## config.mk

```make
export PLATFORM = sky130hd
export DESIGN_NAME = fse_regs
export DESIGN_NICKNAME = d
export VERILOG_FILES = /design/src/fse_pkg.sv /design/src/fse_w1c_if.sv /design/src/fse_w1c_flag.sv /design/src/fse_regs.sv
export VERILOG_INCLUDE_DIRS = /design/src
export SDC_FILE = /design/constraint.sdc
export NUM_CORES = 1
export LEC_CHECK = 0
export BUFFER_PORTS_ARGS = -buffer_cell sky130_fd_sc_hd__buf_2
export CAP_MARGIN = 30
export CORE_MARGIN = 2
export CORE_UTILIZATION = 30
export DETAILED_ROUTE_END_ITERATION = 16
export GPL_ROUTABILITY_DRIVEN = 0
export GPL_TIMING_DRIVEN = 0
export PLACE_DENSITY = 0.71
export SYNTH_ARGS = -nofsm -noshare
export SYNTH_HDL_FRONTEND = slang
export SYNTH_SLANG_ARGS = --single-unit
```

## constraint.sdc

```tcl
create_clock -name clock_i -period 1.7 [get_ports clock_i]
set_input_delay 0.255 -clock clock_i [delete_from_list [all_inputs] [get_ports clock_i]]
set_output_delay 0.255 -clock clock_i [all_outputs]
set_load 0.02 [all_outputs]
```

## src/fse_cfg.svh

```systemverilog
`ifndef FSE_CFG_SVH
`define FSE_CFG_SVH
// ****************************************
// Register offsets and field positions
// ****************************************
`define FSE_OFF_CNFG 32'h0000_0004
`define FSE_OFF_ERRCNFG 32'h0000_0005
`define FSE_OFF_STAT 32'h0000_0006
`define FSE_OFF_ERRSTAT 32'h0000_0007
`define FSE_ADDR_CNFG 12'h010
`define FSE_ADDR_ERRCNFG 12'h014
`define FSE_ADDR_STAT 12'h018
`define FSE_ADDR_ERRSTAT 12'h01C
`define FSE_BIT_CMD_COMPLETE_IRQ_EN 7
`define FSE_BIT_IGNORE_SINGLE_FAULT 4
`define FSE_BIT_FORCE_DOUBLE_FAULT 1
`define FSE_BIT_FORCE_SINGLE_FAULT 0
`define FSE_BIT_DFIE 1
`define FSE_BIT_SFIE 0
`define FSE_BIT_CC 7
`define FSE_BIT_AE 5
`define FSE_BIT_PV 4
`define FSE_BIT_BUSY 3
`define FSE_BIT_DF 1
`define FSE_BIT_SF 0
`define FSE_CNFG_MASK 8'h93
`define FSE_ERRCNFG_MASK 8'h03
// ****************************************
// Reset values
// ****************************************
`define FSE_RST_CNFG 8'h00
`define FSE_RST_ERRCNFG 8'h00
`define FSE_RST_COMPLETION_ERROR_STATUS 2'b00
`define FSE_BOOT_ERR_CODE 2'b01
`endif

```

## src/fse_pkg.sv

```systemverilog
package fse_pkg;
   typedef enum logic [1:0] {
      FSE_IDLE = 2'b00,
      FSE_BUSY = 2'b01
   } fse_cmd_state_t;
   typedef logic [7:0] fse_byte_t;
endpackage

```

## src/fse_w1c_if.sv

```systemverilog
`timescale 1ns/10ps
interface fse_w1c_if;
   logic set;
   logic clr;
   logic flag;
   modport owner (input set, input clr, output flag);
   modport user (output set, output clr, input flag);
endinterface

```

## src/fse_w1c_flag.sv

```systemverilog
`timescale 1ns/10ps
module fse_w1c_flag (
   input wire logic clock_i,
   input wire logic rst_n_i,
   fse_w1c_if.owner port
);
   logic flag_q;
   // A set in the cycle of a clear wins, so no event is lost.
   always_ff @(posedge clock_i or negedge rst_n_i) begin
      if (!rst_n_i) begin
         flag_q <= 1'b0;
      end else if (port.set) begin
         flag_q <= 1'b1;
      end else if (port.clr) begin
         flag_q <= 1'b0;
      end
   end
   assign port.flag = flag_q;
endmodule // fse_w1c_flag

```

## src/fse_regs.sv

```systemverilog
`timescale 1ns/10ps
`include "fse_cfg.svh"
// How it works
// Double fault flag and enable raise interrupt.
// Single fault flag and enable raise interrupt.
// Error configuration bits readable and writable.
// Writing one launches command, clearing complete.
// Access error set on violation; blocks launch.
// Protection violation set on protected program.
// Protection violation blocks launch and sequences.
// Busy bit high while command executes.
// Status bit two reads zero.
// Completion status reports command or reset errors.
// Only complete, access, protection bits writable.
// Double fault set on fault or busy read.
// Double fault cleared by writing one.
// Single fault set unless ignore bit set.
// Single fault cleared by writing one.
// Complete flag with enable raises interrupt.
// Force double fault sets flag on reads.
// Force single fault sets flag on reads.
// Reset shows complete set, other flags clear.
module fse_regs #(
   parameter int ADDR_W = 12,
   parameter int DATA_W = 32,
   parameter int REG_W = 8
) (
   input wire logic clock_i,
   input wire logic rst_n_i,
   input wire logic psel_i,
   input wire logic penable_i,
   input wire logic pwrite_i,
   input wire logic [ADDR_W-1:0] paddr_i,
   input wire logic [DATA_W-1:0] pwdata_i,
   output logic [DATA_W-1:0] prdata_o,
   output logic pready_o,
   output logic pslverr_o,
   input wire logic cmd_done_i,
   input wire logic seq_violation_i,
   input wire logic illegal_cmd_i,
   input wire logic protect_hit_i,
   input wire logic cmd_error_i,
   input wire logic [1:0] completion_code_i,
   input wire logic reset_seq_error_i,
   input wire logic array_read_i,
   input wire logic ecc_double_i,
   input wire logic ecc_single_i,
   input wire logic read_busy_block_i,
   output logic cmd_launch_o,
   output logic seq_allowed_o,
   output logic cmd_complete_irq_o,
   output logic fault_irq_o
);
   // ****************************************
   // Bus decode
   // ****************************************
   logic wr_en;
   logic rd_en;
   logic hit;
   logic setup_ph;
   logic access_ph;
   logic setup_q;
   logic sel_cnfg;
   logic sel_errcnfg;
   logic sel_stat;
   logic sel_errstat;
   assign setup_ph = psel_i && !penable_i;
   assign access_ph = psel_i && penable_i;
   assign sel_cnfg = (paddr_i == `FSE_ADDR_CNFG);
   assign sel_errcnfg = (paddr_i == `FSE_ADDR_ERRCNFG);
   assign sel_stat = (paddr_i == `FSE_ADDR_STAT);
   assign sel_errstat = (paddr_i == `FSE_ADDR_ERRSTAT);
   assign hit = sel_cnfg || sel_errcnfg || sel_stat || sel_errstat;

   // A write lands only in an access phase that follows its own setup cycle, so an
   // enable raised without a setup can never change a register.
   always_ff @(posedge clock_i or negedge rst_n_i) begin
      if (!rst_n_i) begin
         setup_q <= 1'b0;
      end else begin
         setup_q <= setup_ph;
      end
   end
   assign wr_en = access_ph && setup_q && pwrite_i && hit;
   assign rd_en = setup_ph && !pwrite_i;
   fse_pkg::fse_byte_t wdat;
   assign wdat = pwdata_i[REG_W-1:0];

   // ****************************************
   // Elaboration checks
   // ****************************************
   // The decode constants are twelve bits wide and every register is one byte wide.
   if (ADDR_W != 12) begin : g_bad_addr_w
      $error("fse_regs needs ADDR_W of 12");
   end
   if (REG_W != 8) begin : g_bad_reg_w
      $error("fse_regs needs REG_W of 8");
   end
   if (DATA_W < REG_W) begin : g_bad_data_w
      $error("fse_regs needs DATA_W of at least REG_W");
   end

   // ****************************************
   // Configuration registers
   // ****************************************
   fse_pkg::fse_byte_t cnfg_q;
   fse_pkg::fse_byte_t errcnfg_q;
   logic cnfg_wr;
   logic errcnfg_wr;
   assign cnfg_wr = wr_en && sel_cnfg;
   assign errcnfg_wr = wr_en && sel_errcnfg;

   always_ff @(posedge clock_i or negedge rst_n_i) begin
      if (!rst_n_i) begin
         cnfg_q <= `FSE_RST_CNFG;
      end else if (cnfg_wr) begin
         cnfg_q <= wdat & `FSE_CNFG_MASK;
      end
   end
   always_ff @(posedge clock_i or negedge rst_n_i) begin
      if (!rst_n_i) begin
         errcnfg_q <= `FSE_RST_ERRCNFG;
      end else if (errcnfg_wr) begin
         errcnfg_q <= wdat & `FSE_ERRCNFG_MASK;
      end
   end

   // ****************************************
   // Command status
   // ****************************************
   logic stat_wr;
   logic err_wr;
   assign stat_wr = wr_en && paddr_i == `FSE_ADDR_STAT;
   assign err_wr = wr_en && paddr_i == `FSE_ADDR_ERRSTAT;

   fse_w1c_if ae_if();
   fse_w1c_if pv_if();
   fse_w1c_if df_if();
   fse_w1c_if sf_if();

   assign ae_if.set = seq_violation_i || illegal_cmd_i;
   assign ae_if.clr = stat_wr && wdat[`FSE_BIT_AE];
   assign pv_if.set = protect_hit_i;
   assign pv_if.clr = stat_wr && wdat[`FSE_BIT_PV];

   fse_w1c_flag u_ae (.clock_i(clock_i), .rst_n_i(rst_n_i), .port(ae_if.owner));
   fse_w1c_flag u_pv (.clock_i(clock_i), .rst_n_i(rst_n_i), .port(pv_if.owner));

   // Launch is refused while the access or protection error flag stands or a command still runs, so a
   // second write of one cannot wipe the status of the command in flight.
   logic busy;
   logic launch;
   assign launch = stat_wr && wdat[`FSE_BIT_CC] && !ae_if.flag && !pv_if.flag &&
                   !busy;


   // ****************************************
   // Command state
   // ****************************************
   // Busy also ends on a fresh access or protection error, so a command that the
   // sequencer abandons cannot leave the controller busy for ever.
   fse_pkg::fse_cmd_state_t state_q;
   always_ff @(posedge clock_i or negedge rst_n_i) begin
      if (!rst_n_i) begin
         state_q <= fse_pkg::FSE_IDLE;
      end else begin
         unique case (state_q)
            fse_pkg::FSE_IDLE: begin
               if (launch) begin
                  state_q <= fse_pkg::FSE_BUSY;
               end
            end
            fse_pkg::FSE_BUSY: begin
               if (cmd_done_i || ae_if.set || pv_if.set) begin
                  state_q <= fse_pkg::FSE_IDLE;
               end
            end
            default: begin
               state_q <= fse_pkg::FSE_IDLE;
            end
         endcase
      end
   end
   assign busy = (state_q == fse_pkg::FSE_BUSY);

   // ****************************************
   // Command complete flag
   // ****************************************
   // The flag is kept apart from the busy state, so that a sequencer with extra
   // phases can keep the controller busy without touching the flag.
   logic cc_q;
   always_ff @(posedge clock_i or negedge rst_n_i) begin
      if (!rst_n_i) begin
         cc_q <= 1'b1;
      end else if (busy && (cmd_done_i || ae_if.set || pv_if.set)) begin
         cc_q <= 1'b1;
      end else if (launch) begin
         cc_q <= 1'b0;
      end
   end

   // Completion status: reset sequence faults land here after release.
   logic [1:0] completion_error_status_q;
   logic boot_q;
   always_ff @(posedge clock_i or negedge rst_n_i) begin
      if (!rst_n_i) begin
         boot_q <= 1'b1;
      end else begin
         boot_q <= 1'b0;
      end
   end

   // ****************************************
   // Reset sequence report
   // ****************************************
   // The reset-sequence error is taken once, at the first edge after release; a
   // later change on that input means nothing until the next reset.
   logic boot_err;
   assign boot_err = boot_q && reset_seq_error_i;

   always_ff @(posedge clock_i or negedge rst_n_i) begin
      if (!rst_n_i) begin
         completion_error_status_q <= `FSE_RST_COMPLETION_ERROR_STATUS;
      end else if (boot_err) begin
         completion_error_status_q <= `FSE_BOOT_ERR_CODE;
      end else if (launch) begin
         completion_error_status_q <= 2'b00;
      end else if (busy && cmd_done_i && cmd_error_i) begin
         completion_error_status_q <= (completion_code_i == 2'b00) ? 2'b01 : completion_code_i;
      end
   end

   // ****************************************
   // ECC fault flags
   // ****************************************
   // The ignore bit also masks forced single faults: software that ignores them
   // wants no single-fault interrupt of any origin.
   logic df_real;
   logic sf_real;
   logic df_force;
   logic sf_force;
   assign df_real = ecc_double_i || read_busy_block_i;
   assign sf_real = ecc_single_i || read_busy_block_i;
   assign df_force = cnfg_q[`FSE_BIT_FORCE_DOUBLE_FAULT];
   assign sf_force = cnfg_q[`FSE_BIT_FORCE_SINGLE_FAULT];
   assign df_if.set = array_read_i && (df_real || df_force);
   assign df_if.clr = err_wr && wdat[`FSE_BIT_DF];
   assign sf_if.set = array_read_i && !cnfg_q[`FSE_BIT_IGNORE_SINGLE_FAULT] &&
                      (sf_real || sf_force);
   assign sf_if.clr = err_wr && wdat[`FSE_BIT_SF];
   fse_w1c_flag u_df (.clock_i(clock_i), .rst_n_i(rst_n_i), .port(df_if.owner));
   fse_w1c_flag u_sf (.clock_i(clock_i), .rst_n_i(rst_n_i), .port(sf_if.owner));

   // ****************************************
   // Read data and answer
   // ****************************************
   fse_pkg::fse_byte_t stat_view;
   fse_pkg::fse_byte_t errstat_view;
   assign stat_view = {cc_q, 1'b0, ae_if.flag, pv_if.flag, busy, 1'b0,
                       completion_error_status_q};
   assign errstat_view = {6'b00_0000, df_if.flag, sf_if.flag};

   fse_pkg::fse_byte_t rmux;
   always_comb begin
      rmux = 8'h00;
      unique case (paddr_i)
         `FSE_ADDR_CNFG: rmux = cnfg_q;
         `FSE_ADDR_ERRCNFG: rmux = errcnfg_q;
         `FSE_ADDR_STAT: rmux = stat_view;
         `FSE_ADDR_ERRSTAT: rmux = errstat_view;
         default: rmux = 8'h00;
      endcase
   end
   // Data is captured in setup so that the access phase answers at once.
   always_ff @(posedge clock_i or negedge rst_n_i) begin
      if (!rst_n_i) begin
         prdata_o <= {DATA_W{1'b0}};
      end else if (rd_en) begin
         prdata_o <= DATA_W'(rmux);
      end
   end
   always_ff @(posedge clock_i or negedge rst_n_i) begin
      if (!rst_n_i) begin
         pready_o <= 1'b0;
      end else begin
         pready_o <= setup_ph;
      end
   end

   // An unmapped address is answered with an error rather than ignored silently.
   always_ff @(posedge clock_i or negedge rst_n_i) begin
      if (!rst_n_i) begin
         pslverr_o <= 1'b0;
      end else begin
         pslverr_o <= setup_ph && !hit;
      end
   end

   // ****************************************
   // Outputs to sequencer and interrupt controller
   // ****************************************
   always_ff @(posedge clock_i or negedge rst_n_i) begin
      if (!rst_n_i) begin
         cmd_launch_o <= 1'b0;
      end else begin
         cmd_launch_o <= launch;
      end
   end

   always_ff @(posedge clock_i or negedge rst_n_i) begin
      if (!rst_n_i) begin
         seq_allowed_o <= 1'b1;
      end else begin
         seq_allowed_o <= !pv_if.set && !pv_if.flag;
      end
   end

   // ****************************************
   // Interrupt requests
   // ****************************************
   // Requests are levels that follow their flags one cycle late, except that the complete request drops with its flag at a launch; a flag set while its
   // enable is low raises the request as soon as software sets the enable.
   always_ff @(posedge clock_i or negedge rst_n_i) begin
      if (!rst_n_i) begin
         cmd_complete_irq_o <= 1'b0;
      end else begin
         cmd_complete_irq_o <= cc_q && !launch && cnfg_q[`FSE_BIT_CMD_COMPLETE_IRQ_EN];
      end
   end

   always_ff @(posedge clock_i or negedge rst_n_i) begin
      if (!rst_n_i) begin
         fault_irq_o <= 1'b0;
      end else begin
         fault_irq_o <= (df_if.flag && errcnfg_q[`FSE_BIT_DFIE]) ||
                        (sf_if.flag && errcnfg_q[`FSE_BIT_SFIE]);
      end
   end
endmodule // fse_regs

```

==> results.sh <==
export IMPL_irDropWorstVdd_mv=0.3138
export IMPL_rsz0062_at_grt="false"
export IMPL_grt_pass1_vias=1126
export IMPL_rrSetupSlack_ps=140
export IMPL_syn_inst=141
export IMPL_setup_violations=0
export IMPL_dr_first_iter_drc_count=28
export IMPL_cts_buffers=3
export IMPL_vias=1194
export IMPL_htree_levels=1
export IMPL_drive_gt1_share_pct=47.69
export IMPL_die_w_um=75.10
export IMPL_fin_cells=283
export IMPL_min_period_ps=1656
export IMPL_status="finished clean"
export IMPL_maxCapViolations=0
export IMPL_clk_insertion_delay_late_ps=280
export IMPL_grt_pass1_wl_um=5071
export IMPL_synth_edf_count=0
export IMPL_min_to="seq_allowed_o$_DFF_PN1_"
export IMPL_ant_nets=0
export IMPL_hold_class="input port to register"
export IMPL_cts_root_buffer="clkbuf_8"
export IMPL_rows=25
export IMPL_worst_r2r_path_depth=3
export IMPL_worstHoldStart="protect_hit_i"
export IMPL_grt_max_degree=28
export IMPL_first_pass_iters=4
export IMPL_num_io_pins=99
export IMPL_yosys_warnings=0
export IMPL_synthFlopType="dfrtp_1"
export IMPL_synthArstFlopShare_pct=100.0
export IMPL_dp_hpwl_um=2606
export IMPL_nNetsFinal=278
export IMPL_antenna_found_initial=0
export IMPL_portBuffers=44
export IMPL_tritoncts="yes"
export IMPL_crit_path_end_kind="register"
export IMPL_cp_required_ps=1870
export IMPL_worstPathMaxFanout=6
export IMPL_synth_area_leader_cell="dfrtp_1"
export IMPL_syn_to_final_growth_pct=31.68
export IMPL_syn_area_sq_mm=0.001516
export IMPL_seq_area_frac_synth_pct=44.80
export IMPL_hold_viol_final=0
export IMPL_postCtsSetupRepairBufs=0
export IMPL_design_area_sq_mm=0.001997
export IMPL_hold_path_depth=2
export IMPL_wl_per_cell_um=11.20
export IMPL_clk_pin_slew_worst_paths_ps=90
export IMPL_synth_seq_cells=27
export IMPL_dieArea_sq_mm=0.005639
export IMPL_routed_via_density=4.219
export IMPL_overflow=0
export IMPL_fin_tns_setup_ps=0
export IMPL_numClockSinks=27
export IMPL_finClkSkew_ps=2.278
export IMPL_worstMarginPinSlew_ps=843.1
export IMPL_drv_slew=0
export IMPL_die_h_um=75.10
export IMPL_powerDensity_mw_per_mm2=615.2
export IMPL_crit_type="input port to register"
export IMPL_relSlewSlack_pct=43.00
export IMPL_drcViolationCount=0
export IMPL_synth_top_area_share_pct=39.60
export IMPL_initial_core_util_pct=31.69
export IMPL_final_util_pct=41.73
export IMPL_p_leak_nw=1.033
export IMPL_avgSynthCellArea_sq_um=10.75
export IMPL_place_area_sq_mm=0.001939
export IMPL_clock_path_buffers=2
export IMPL_dp_cells=278
export IMPL_track_usage_pct=11.89
export IMPL_wirelength_um=3171
export IMPL_max_freq_mhz=603.9
export IMPL_synthTopCellsByArea="dfrtp_1, buf_4, dfstp_2, mux2_2, mux4_2"
export IMPL_synth_distinct_cells=42
export IMPL_antennaDiodeCount=0
export IMPL_r2r_end="errcnfg_q[1]$_DFFE_PN0P_"
export IMPL_rr_startpoint="pready_o$_DFF_PN0_"
export IMPL_cp_start_kind="input port"
export IMPL_worstPathArrival_ps=1830
export IMPL_fin_crit_sh_pct=97.41
export IMPL_core_area_sq_mm=0.004786
==> final cells by class <==
type,count,area (sq um)
sequential,27,679.4
clock inverter,1,5.005
buffer,31,231.5
tap,67,83.83
timing repair buffer,45,230.2
inverter,5,18.77
clock buffer,3,41.29
fill,487,2789
multi-input combinational,104,706.9
==> per-layer routing <==
metal / up-vias / track usage, % / wire length [um] / share of wire (%)
met3: 5 / 2.945 / 238 / 7.5
met4: 0 / 5.357 / 59 / 1.9
met1: 550 / 14.65 / 1283 / 40
met2: 41 / 19.69 / 1589 / 50
met5: - / 0 / 0 / 0
li1: 598 / - / - / -
==> Yosys cell counts (2+ instances only) <==
master    instances
mux2_2            6
a22oi_1           2
mux2i_1           2
o21ai_1           2
dfrtp_1          24
or4b_2            2
nor2b_1           5
o31ai_2           2
a31oi_1           4
dfstp_2           3
nor4_1            2
nor4_4            2
clkbuf_1          3
nor2_1            5
o21ai_0           3
or4_1             3
buf_4            26
inv_1             5
mux4_2            2
a21oi_1           4
nand2_1          12
or3b_2            2
==> sequential cells by signal, indices dropped and copies added, names as in the netlist, 2 cells and up <==
register	cells
errcnfg_q	2
completion_error_status_q	2
prdata_o	6
cnfg_q	4
==> worst max path at each step <==
stage / startpoint / to / slack (ps)
2_1_floorplan: paddr_i[7] / cnfg_q[0]$_DFFE_PN0P_ / -50
3_3_place_gp: paddr_i[7] / cnfg_q[4]$_DFFE_PN0P_ / -250
3_5_place_dp: paddr_i[7] / cnfg_q[0]$_DFFE_PN0P_ / -290
4_1_cts: paddr_i[7] / cnfg_q[0]$_DFFE_PN0P_ / 30
5_1_grt: pready_o$_DFF_PN0_ / completion_error_status_q[1]$_DFFE_PN0P_ / 2
6_report: paddr_i[7] / cnfg_q[0]$_DFFE_PN0P_ / 40
==> placed cells by master, fill, tap and decap left out, drive strengths merged, types with 5 or more instances in the layout <==
cell type / synthesis / final
nor2: 5 / 5
o21ai: 5 / 5
nand2: 12 / 12
conb: 1 / 27
clkbuf: 3 / 6
buf: 28 / 72
dfrtp: 24 / 24
inv: 5 / 5
mux2: 6 / 6
nor2b: 5 / 5
==> report_power, final <==
part	total, W	switching (W)	internal (W)
clock network	0.000368	0.000203	0.000165
registers	0.000648	0.00000173	0.000647
logic	0.000212	0.000119	0.0000934
total	0.00123	0.000324	0.000905
==> cells by family (layout without fill, tap and decap cells) <==
logic type	count (synthesis)	in the layout	share of synthesized area, %
multiplexers	10	10	8.745
other	1	27	0.2473
buffers and inverters	36	85	15.92
AO/OA/AOI/OAI	23	23	10.81
flip-flops	27	27	44.80
AND/OR/NAND/NOR	44	44	19.47
==> stage by stage <==
step / worst slack (ps) / total power (W) / hold slack, ps
after floorplan: -48.80 / 0.0008039 / -40.59
after global placement: -254.8 / 0.0008688 / 286.3
after detailed placement: -288.5 / 0.0008709 / 295.3
after CTS: 25.45 / 0.001239 / 131.3
after global routing: 2.000 / 0.001286 / 139.7
final: 44.08 / 0.001229 / 134.5
==> worst max-delay path, stage by stage <==
cell and delay, ps:
buf_2 90, or4b_4 520, buf_6 150, nor4_4 410, mux2_2 380
==> timing repair <==
item                                    4_1_cts  5_1_grt
endpoints found under the setup margin        0        4
gates resized for setup                       0        2
hold buffers                                  1        0
endpoints found under the hold margin        24        0
No activity file was read; power rests on OpenSTA's default activity.
